File: config.mk
export PLATFORM = sky130hd
export DESIGN_NAME = rla_align
export DESIGN_NICKNAME = d
export VERILOG_FILES = /design/src/pkg/rla_pkg.sv /design/src/hdl/rla_crc8.sv /design/src/hdl/rla_align.sv
export SDC_FILE = /design/constraint.sdc
export NUM_CORES = 2
export LEC_CHECK = 0
export ABC_AREA = 1
export BUFFER_PORTS_ARGS = -buffer_cell sky130_fd_sc_hd__clkbuf_2
export CORE_UTILIZATION = 30
export CTS_BUF_LIST = sky130_fd_sc_hd__clkbuf_16
export CTS_CLUSTER_DIAMETER = 40
export DETAILED_ROUTE_END_ITERATION = 6
export HOLD_SLACK_MARGIN = 0.03
export REMOVE_ABC_BUFFERS = 1
export SYNTH_ARGS = -nofsm -noshare
export SYNTH_HDL_FRONTEND = slang
export SYNTH_HIERARCHICAL = 1
export SYNTH_SLANG_ARGS = --single-unit
File: constraint.sdc
create_clock -name clock -period 4.4 [get_ports clock]
set_clock_uncertainty 0.2 [all_clocks]
set_input_delay 1.32 -clock clock [delete_from_list [all_inputs] [get_ports clock]]
set_output_delay 1.32 -clock clock [all_outputs]
set_load 0.01 [all_outputs]
File: src/pkg/rla_pkg.sv
// constants and types for the real-time link input alignment block
// *****************************************************************
// *****************************************************************
package rla_pkg;
    // word geometry in bytes for each line rate
    localparam logic [4:0] BYTES_LOW = 5'h1c;
    localparam logic [4:0] BYTES_HIGH = 5'h00;
    localparam int WORD_BITS = 256;
    // fixed byte positions inside one crossing word
    localparam logic [4:0] POS_BOUNDARY = 5'h00;
    localparam logic [4:0] POS_BUNCH = 5'h01;
    // control characters: boundary marker and zero-fill comma
    localparam logic [7:0] K_BOUNDARY = 8'hbc;
    localparam logic [7:0] K_FILL = 8'h3c;
    localparam logic [7:0] FILL_VALUE = 8'h00;
    // crc-8 over every byte of the word but the last
    localparam logic [7:0] CRC_INIT = 8'hff;
    localparam logic [7:0] CRC_POLY = 8'h07;
    // reset values
    localparam logic [7:0] BUNCH_RESET = 8'h00;
    localparam logic [4:0] POS_RESET = 5'h00;

    typedef enum logic {
        ST_HUNT,
        ST_LOCKED
    } rla_state_t;
endpackage

File: src/hdl/rla_crc8.sv
// running crc-8 over the bytes of one crossing word
`timescale 1ns/1ps
module rla_crc8 (
    // clock and reset
    input wire logic clock,
    input wire logic rst,
    // byte stream
    input wire logic clear,
    input wire logic step,
    input wire logic [7:0] data,
    // running checksum of the bytes stepped since the last clear
    output logic [7:0] crc_q
);
    function automatic logic [7:0] crc_byte(input logic [7:0] crc, input logic [7:0] d);
        logic [7:0] c;
        c = crc ^ d;
        for (int i = 0; i < 8; i++) begin
            c = c[7] ? ((c << 1) ^ rla_pkg::CRC_POLY) : (c << 1);
        end
        return c;
    endfunction

    logic [7:0] base;
    assign base = clear ? rla_pkg::CRC_INIT : crc_q;

    always_ff @(posedge clock) begin
        if (rst) begin
            crc_q <= rla_pkg::CRC_INIT;
        end else if (step) begin
            crc_q <= crc_byte(base, data);
        end else begin
            crc_q <= base;
        end
    end
endmodule // rla_crc8

File: src/hdl/rla_align.sv
// framing, alignment and checking of one real-time input link
`timescale 1ns/1ps
module rla_align (
    // clock and reset
    input wire logic clock,
    input wire logic rst,
    // decoded symbols from the multi_gigabit_transceiver
    input wire logic rx_valid,
    input wire logic rx_is_k,
    input wire logic [7:0] rx_byte,
    // configuration: 0 selects 11.2 Gb/s, 1 selects 12.8 Gb/s
    input wire logic rate_high,
    input wire logic quad_rate_high,
    // bunch_crossing toggle from the timing_trigger_control_input pin
    input wire logic bunch_crossing_toggle,
    // aligned word, released on the bunch_crossing tick
    output logic [255:0] word_q,
    output logic word_valid_q,
    output logic [7:0] bunch_count_q,
    // status
    output logic locked_q,
    output logic crc_err_q,
    output logic comma_err_q,
    output logic bunch_err_q,
    output logic rate_err_q
);
    // *****************************************************************
    // bunch crossing tick
    // *****************************************************************
    logic s1_q, s2_q, s3_q, bc_level_q, bc_tick;
    // the stages keep following the pin through reset; the pin is never reset itself
    always_ff @(posedge clock) begin
        s1_q <= bunch_crossing_toggle;
        s2_q <= s1_q;
        s3_q <= s2_q;
    end
    // a change only counts once two late stages agree, rejecting glitches
    // the level tracks the pin during reset, so a pin left high gives no false tick
    always_ff @(posedge clock) begin
        if (rst) begin
            bc_level_q <= s3_q;
        end else if (s2_q == s3_q) begin
            bc_level_q <= s3_q;
        end
    end
    assign bc_tick = (s2_q == s3_q) && (s3_q != bc_level_q);

    // *****************************************************************
    // symbol classification
    // *****************************************************************
    logic [4:0] last_pos;
    logic is_boundary, is_fill, mid_fill_ok, take;
    logic [7:0] data_val;
    rla_pkg::rla_state_t state_q;
    logic [4:0] pos_q;

    // byte count wraps to zero for the 32-byte word, so last is count-1
    assign last_pos = (rate_high ? rla_pkg::BYTES_HIGH : rla_pkg::BYTES_LOW) - 5'h01;
    assign is_boundary = rx_is_k && (rx_byte == rla_pkg::K_BOUNDARY);
    assign is_fill = rx_is_k && (rx_byte == rla_pkg::K_FILL);
    // fill commas stand in for zero bytes of empty fields only
    assign mid_fill_ok = (pos_q != rla_pkg::POS_BUNCH) && (pos_q != last_pos);
    assign data_val = is_fill ? rla_pkg::FILL_VALUE : rx_byte;
    assign take = rx_valid && !rate_err_q;

    // *****************************************************************
    // word framing
    // *****************************************************************
    logic crc_clear, crc_step, word_done, frame_bad;
    logic [7:0] crc_run;
    logic [255:0] asm_q;

    assign crc_clear = take && is_boundary &&
        (state_q == rla_pkg::ST_HUNT || pos_q == rla_pkg::POS_BOUNDARY);
    assign crc_step = take && (state_q == rla_pkg::ST_LOCKED || is_boundary) &&
        (pos_q != last_pos);
    // boundary marker anywhere but byte 0, or missing at byte 0
    assign frame_bad = take && (state_q == rla_pkg::ST_LOCKED) &&
        ((pos_q == rla_pkg::POS_BOUNDARY) != is_boundary);
    assign word_done = take && (state_q == rla_pkg::ST_LOCKED) && !frame_bad &&
        (pos_q == last_pos);

    rla_crc8 u_crc (
        .clock(clock),
        .rst(rst),
        .clear(crc_clear),
        .step(crc_step),
        .data(data_val),
        .crc_q(crc_run)
    );

    always_ff @(posedge clock) begin
        if (rst) begin
            state_q <= rla_pkg::ST_HUNT;
            pos_q <= rla_pkg::POS_RESET;
        end else if (rate_err_q) begin
            // a quad running mixed rates cannot be framed reliably
            state_q <= rla_pkg::ST_HUNT;
            pos_q <= rla_pkg::POS_RESET;
        end else if (take) begin
            unique case (state_q)
                rla_pkg::ST_HUNT: begin
                    if (is_boundary) begin
                        state_q <= rla_pkg::ST_LOCKED;
                        pos_q <= rla_pkg::POS_BUNCH;
                    end
                end
                rla_pkg::ST_LOCKED: begin
                    if (frame_bad) begin
                        state_q <= rla_pkg::ST_HUNT;
                        pos_q <= rla_pkg::POS_RESET;
                    end else if (pos_q == last_pos) begin
                        pos_q <= rla_pkg::POS_RESET;
                    end else begin
                        pos_q <= pos_q + 5'h01;
                    end
                end
            endcase
        end
    end

    // byte i lands in bits 8i+7..8i; the top 32 bits stay zero at low rate
    always_ff @(posedge clock) begin
        if (rst) begin
            asm_q <= '0;
        end else if (take && (state_q == rla_pkg::ST_LOCKED || is_boundary)) begin
            if (crc_clear) begin
                asm_q <= '0;
                asm_q[7:0] <= data_val;
            end else begin
                asm_q[pos_q*8 +: 8] <= data_val;
            end
        end
    end

    // *****************************************************************
    // checks on each received byte and on a completed word
    // *****************************************************************
    logic [7:0] rx_bunch, prev_bunch_q;
    logic have_prev_q, crc_bad, bunch_bad, comma_bad;
    logic [1:0] words_in_bc_q;

    assign rx_bunch = asm_q[rla_pkg::POS_BUNCH*8 +: 8];
    assign crc_bad = word_done && (rx_byte != crc_run || rx_is_k);
    assign bunch_bad = word_done && have_prev_q && (rx_bunch != prev_bunch_q + 8'h01);
    assign comma_bad = frame_bad ||
        (take && state_q == rla_pkg::ST_LOCKED && rx_is_k && !is_boundary &&
         !(is_fill && mid_fill_ok));

    always_ff @(posedge clock) begin
        if (rst) begin
            prev_bunch_q <= rla_pkg::BUNCH_RESET;
            have_prev_q <= 1'b0;
        end else if (state_q == rla_pkg::ST_HUNT) begin
            have_prev_q <= 1'b0;
        end else if (word_done) begin
            prev_bunch_q <= rx_bunch;
            have_prev_q <= 1'b1;
        end
    end

    // exactly one word per crossing; a word ending on the tick counts for the next
    always_ff @(posedge clock) begin
        if (rst) begin
            words_in_bc_q <= 2'h0;
        end else if (bc_tick) begin
            words_in_bc_q <= {1'b0, word_done};
        end else if (word_done && words_in_bc_q != 2'h3) begin
            words_in_bc_q <= words_in_bc_q + 2'h1;
        end
    end

    // *****************************************************************
    // outputs
    // *****************************************************************
    logic [255:0] held_q;
    logic held_ok_q;
    always_ff @(posedge clock) begin
        if (rst) begin
            held_q <= '0;
            held_ok_q <= 1'b0;
        end else if (word_done) begin
            held_q <= asm_q;
            held_q[last_pos*8 +: 8] <= rx_byte;
            held_ok_q <= !crc_bad;
        end else if (bc_tick || state_q == rla_pkg::ST_HUNT) begin
            held_ok_q <= 1'b0;
        end
    end

    // all links release their words on the same tick, which aligns them
    always_ff @(posedge clock) begin
        if (rst) begin
            word_q <= '0;
            word_valid_q <= 1'b0;
            bunch_count_q <= rla_pkg::BUNCH_RESET;
        end else begin
            word_valid_q <= bc_tick && held_ok_q;
            if (bc_tick && held_ok_q) begin
                word_q <= held_q;
                bunch_count_q <= held_q[rla_pkg::POS_BUNCH*8 +: 8];
            end
        end
    end

    always_ff @(posedge clock) begin
        if (rst) begin
            locked_q <= 1'b0;
            crc_err_q <= 1'b0;
            comma_err_q <= 1'b0;
            bunch_err_q <= 1'b0;
            rate_err_q <= 1'b0;
        end else begin
            locked_q <= (state_q == rla_pkg::ST_LOCKED) && !frame_bad;
            crc_err_q <= crc_bad;
            comma_err_q <= comma_bad;
            bunch_err_q <= bunch_bad ||
                (bc_tick && locked_q && have_prev_q && words_in_bc_q != 2'h1);
            rate_err_q <= rate_high != quad_rate_high;
        end
    end
endmodule // rla_align

# After elaboration in Yosys (flattened, before gate mapping)
# Cells that the tools add are included.
# Widths: inputs -> output; s select.
dict set report classes {
  n_addsub 6
  eq_ne 14
  shifts 4
  n_mux 28
  bitwise_logic 10
  reduce_logical 46
}
# cell n
set op_table {}
lappend op_table {{$bwmux 256} 2}
lappend op_table {{$shift 8x34->256 const A} 2}
lappend op_table {{$shiftx 8x34->256} 2}
lappend op_table {{$mux 256} 1}
lappend op_table {{$neg 8->34} 2}
lappend op_table {{$logic_and 1x1->1} 26}
lappend op_table {{$mux 3} 8}
lappend op_table {{$mux 8} 3}
lappend op_table {{$not 3->3} 8}
lappend op_table {{$mux 5} 4}
lappend op_table {{$ne 8x8->1} 2}
lappend op_table {{$pmux 5 s2} 1}
lappend op_table {{$add 8x1->8 const B} 1}
lappend op_table {{$eq 8x6->1 const B} 1}
lappend op_table {{$eq 8x8->1 const B} 1}
lappend op_table {{$mux 1} 8}
lappend op_table {{$xor 8x8->8} 1}
lappend op_table {{$logic_or 1x1->1} 6}
lappend op_table {{$reduce_bool 2->1} 3}
lappend op_table {{$reduce_or 2->1} 3}
lappend op_table {{$add 5x1->5 const B} 1}
lappend op_table {{$eq 5x5->1} 1}
lappend op_table {{$logic_not 1->1} 5}
lappend op_table {{$logic_not 5->1} 1}
lappend op_table {{other kinds (11)} 15}
dict set report word_totals {
  register_bits 812
  inputBits 15
  out_inout_bits 270
  wordCells 130
}

# Logic depth before layout (Yosys ltp)
dict set report depth {
  word_depth 23
  ltp_mapped 22
  mapped_depth_nobuf 20
}

# By module
# Netlist, hierarchy kept.
# module n_inst cells_each area_per_inst_um2 seq_area_each_um2
set by_module_without_submodules {}
lappend by_module_without_submodules {rla_align 1 3954 29812.3 15945.3}
lappend by_module_without_submodules {rla_crc8 1 128 807.0 160.2}

# Least setup slack after synthesis
# Ideal clock, no wire load.
dict set report synth_timing {
  path_type {input to register}
  startpoint {input rx_byte[0]}
  endpoint {register u_crc.crc_q[2]}
  setup_time_ps 113
  arrival_ps 3111
  required_time_ps 4087
  setup_slack_ps 976
  path_stages 18
  n_path_buf 2
  path_cell_list {inv_1 nand2_1 nor2_1 nand4_1 a21oi_1 buf_2 buf_6 inv_4 nand2_1 nand2_1 nand2_1 nand2_2 nand2_1 nand2_1 nand2_1 nand2_1 nand3_1 nand2_1}
}
dict set report synth_between {
  elab_chain_len 12
  word_cells_on_any_way 22
  classes_between {2 x eq/ne; 8 x mux; 5 x bitwise; 7 x reduce/logical}
}
# item line_no
set synth_rtl {}
lappend synth_rtl {{start: declaration} rla_align.sv:10} ;# input wire logic [7:0] rx_byte,
lappend synth_rtl {{$eq 8x8->1 *} rla_align.sv:59} ;# assign is_boundary = rx_is_k && (rx_byte == rla_pkg::K_BOUNDARY);
lappend synth_rtl {{$logic_and 1x1->1 *} rla_align.sv:59}
lappend synth_rtl {{$logic_and 1x1->1 * (2 in a row)} rla_align.sv:73} ;# assign crc_clear = take && is_boundary &&
lappend synth_rtl {{via crc_clear} rla_align.sv:69} ;# logic crc_clear, crc_step, word_done, frame_bad;
lappend synth_rtl {{$mux 8 *} rla_crc8.sv:24} ;# assign base = clear ? rla_pkg::CRC_INIT : crc_q;
lappend synth_rtl {{$xor 8x8->8} rla_crc8.sv:16} ;# c = crc ^ d;
lappend synth_rtl {{$mux 3 / $not 3->3 (equally long branches)} --}
lappend synth_rtl {{$not 3->3 (no source line) / $mux 3 (equally long branches)} --}
lappend synth_rtl {{$mux 3 / $not 3->3 (equally long branches)} --}
lappend synth_rtl {{$not 3->3 (no source line) / $mux 3 (equally long branches)} --}
lappend synth_rtl {{$mux 3} rla_crc8.sv:18} ;# c = c[7] ? ((c << 1) ^ rla_pkg::CRC_POLY) : (c << 1);
lappend synth_rtl {{$mux 8 *} rla_crc8.sv:29} ;# end else if (step) begin
lappend synth_rtl {{end signal: assignment} rla_crc8.sv:28} ;# crc_q <= rla_pkg::CRC_INIT;
lappend synth_rtl {{end signal: assignment} rla_crc8.sv:30} ;# crc_q <= crc_byte(base, data);
lappend synth_rtl {{end signal: assignment} rla_crc8.sv:32} ;# crc_q <= base;
lappend synth_rtl {{end: declaration} rla_crc8.sv:12} ;# output logic [7:0] crc_q
# Mark *: on every way through the listed nets, which the timed path passes. The rest lies on a longest branch.
# A chain may end at the register's enable or synchronous reset.

# Final worst setup path
dict set report layout_timing {
  startpoint {register pos_q[0]}
  endpoint {register asm_q[230]}
}
dict set report layout_between {
  elab_chain_len 4
  word_cells_on_any_way 8
  classes_between {1 x add/sub; 2 x shift; 2 x mux; 3 x reduce/logical}
}
# item line_no
set layout_rtl {}
lappend layout_rtl {{start: declaration} rla_align.sv:55} ;# logic [4:0] pos_q;
lappend layout_rtl {{start signal: assignment} rla_align.sv:95} ;# pos_q <= rla_pkg::POS_RESET;
lappend layout_rtl {{start signal: assignment} rla_align.sv:99} ;# pos_q <= rla_pkg::POS_RESET;
lappend layout_rtl {{start signal: assignment} rla_align.sv:105} ;# pos_q <= rla_pkg::POS_BUNCH;
lappend layout_rtl {{$neg 8->34 / $logic_not 5->1 (equally long branches)} {rla_align.sv:131, rla_align.sv:74}}
lappend layout_rtl {{$shiftx 8x34->256, or another cell as far along} rla_align.sv:131} ;# asm_q[pos_q*8 +: 8] <= data_val;
lappend layout_rtl {{$bwmux 256 / $logic_and 1x1->1 (equally long branches)} {rla_align.sv:131, rla_align.sv:73}}
lappend layout_rtl {{$mux 256 *} rla_align.sv:127} ;# if (crc_clear) begin
lappend layout_rtl {{end signal: indexed assignment} rla_align.sv:131}
lappend layout_rtl {{end: declaration} rla_align.sv:71} ;# logic [255:0] asm_q;
# Mark *: on every way between the ends. The rest lies on a longest branch, timed or not.

==> results.cfg <==
[pwr]
powerDensity_nw_per_um2 = 467
ir_worst_vdd_mv = 0.293
p_leak_nw = 15.4

[drt]
drt_pass1_iterations = 6
routed_via_density = 4.78
wire_per_inst_um = 16.7
drt-initial-drc-count = 2031
drt-total-wl_um = 95800
vias = 27400
ant_nets = 0
drc_errors = 0

[yosys]
yosys-top-cells-area = dfxtp_1 53%, nor2_1 15%, o21ai_0 8.3%
avgSynthCellArea_um2 = 7.50
yosysUniqueCellTypes = 43
synth_most_common_cell = nor2_1
synth-main-ff-cell = dfxtp_1
synth_edf_count = 1
synth-seq-cells = 804
yosysSeqAreaShare_pct = 52.6
netlist_area_um2 = 30600
synth_warnings = 6
async_flop_share_pct = 0
postSynthCellCount = 4082
synth_largest_area_cell = dfxtp_1
synthTopCellsByCount = 1218 x nor2_1, 803 x dfxtp_1, 507 x o21ai_0
synth.top_cell.area_share_pct = 52.5

[worst_setup_path]
cp_cell_sequence = inv_2 -> ha_1 -> inv_1 -> nor2_4 -> clkinv_1 -> nor2_1 -> ha_1 -> inv_1 -> nand2_2 -> inv_1 -> nand2_1 -> nor2_4 -> a21oi_1 -> nand2_1 -> a21oi_1
critical-path-top-delay-family = simple AND/OR/NAND/NOR gates
worstSetupEndpointType = flop
cp_slowest_stage_delay_ns = 0.73
reg2reg_slack_ns = 0.68
cpMaxStageDelayCell = a21oi_1
cp-start-kind = flop
path_max_fanout = 9
path_buf_inv = 5
cp_common_cell = inv_1
critPathArrivalTime_ns = 4.16
crit_type = flop to flop
crit_required_ns = 4.84

[cts]
htree_levels = 4
cts_inserted_buffers = 130
tritoncts_num_sinks = 804
cts.clk_slew.worst_paths_ns = 0.05
postCtsResizedCells = 0
postCtsSetupRepairBufs = 0
clockRootBuffer = clkbuf_16
ctsLongestPathBuffers = 3
cts_hold_buf = 0
insertion_delay_ns = 0.73
cts_tree = yes

[floorplan]
die_w_um = 321
rows = 116
start_util_pct = 30.4
core-area_um2 = 101000
die_h_um = 321
die_area_um2 = 103000
io_pins = 285

[layout]
layout-drive-gt1-share_pct = 14.6
area_growth_pct = 22.3
nets = 4300
utilization_pct = 37.2

[global_route]
grt_pass1_vias = 25900
overflow = 0
grt_pass1_wl_um = 148000
grtUsageTotal_pct = 18.1
antenna_found_initial = 1
grt_max_degree = 257

[timing]
timing.fmax_mhz = 269
hold_viol_final = 0
drv_slew = 0
slew_headroom_pct = 21.9
setup_viol_count_final = 0
post-route-period-util_pct = 84.5
hold_slack_ns = 0.125
worst_slew_pin_slew_ns = 1.17
fin_crit_ns = 3.72
grt_setup_unrepaired = false

[place]
io_buffers = 284
hpwl_um = 63000
gp_congestion = 0.869

[outcome]
status = finished clean

[worst_hold_path]
hp-class = flop to flop

[job]
max-cap-violations = 0
[metal layers]
layer  wire [um]  share of wire (%)  GRT usage (%)  up-vias
li1            -                  -              -    13700
met1       44400                 46           24.5    12800
met2       43000                 45           28.4      751
met3        6240                6.5           3.93      151
met4        2230                2.3           6.17        2
met5          11              0.011              0        -
[per-stage QoR]
step | setup TNS [ns] | cells | power, W | cell area (um^2) | setup WS (ns)
after floorplan | -3856.57 | 3814 | 0.00761 | 29500 | -9.69
after global routing | 0 | 5740 | 0.0181 | 37500 | 0.472
final | 0 | 5741 | 0.0175 | 37500 | 0.683
after CTS | 0 | 5740 | 0.0177 | 37500 | 0.758
after global placement | 0 | 5503 | 0.00773 | 33200 | 0.577
after detailed placement | 0 | 5503 | 0.00773 | 33200 | 0.450
[power by group]
group	switching (W)	total, W	internal, W
combinational	0.000215	0.000284	0.0000689
sequential	0.00000232	0.00730	0.00729
clock	0.00377	0.00991	0.00614
total	0.00398	0.0175	0.0135
[final timing paths]
check,cells after the start,start,endpoint
worst max-delay path,15,pos_q[0],asm_q[230]
worst min register to register,0,s1_q,s2_q
worst max register to register,15,pos_q[0],asm_q[230]
worst min-delay path,0,s1_q,s2_q
[flip-flops by register name (all words and copies together), names as in the netlist, 2 cells and up]
name           cells
asm_q            256
held_q           256
word_q           256
prev_bunch_q       8
u_crc/crc_q        8
pos_q              5
words_in_bc_q      2
[cell families after synthesis]
kind of cell | Yosys count | synth area share [%]
simple gates | 2041 | 27.3
xor+xnor | 28 | 0.960
buf+inv | 365 | 4.93
flops | 804 | 52.6
compound gates | 837 | 13.9
fa+ha+maj | 7 | 0.286
[cells in the final DEF (no fill, tap or decap), types with 7 or more instances in the layout]
cell type   Yosys  layout
nor2_1       1218    1217
clkbuf_2        0     283
inv_1          61      78
a21oi_1       276     275
buf_4          17      34
o21ai_1        33      33
clkinvlp_4      0      14
dfxtp_1       803     803
nand2_2        26      26
a211oi_1       12      12
nor2_4         13      14
inv_6           0      23
nand4_1        34      34
clkinv_1        3      22
clkinv_2        0       9
bufinv_16       0      11
nor2_2         10      10
nand3_1       227     227
inv_2          32      31
nand2_1       491     491
ha_1            7       7
o21ai_0       507     507
clkbuf_16       0     131
buf_12          0      14
xnor2_1         8       8
xor2_1         15      15
[layout make-up]
| class | count | area (um^2) |
|---|---|---|
| fillers | 10500 | 63100 |
| flip-flops and latches | 804 | 16100 |
| multi-input cells | 2913 | 13000 |
| clock buffers | 131 | 3280 |
| repair buffers | 332 | 1970 |
| well taps | 1357 | 1700 |
| clock inverters | 106 | 975 |
| inverters | 97 | 389 |
| diodes | 1 | 2.50 |
Note: power is estimated with default switching activity, not from simulation.
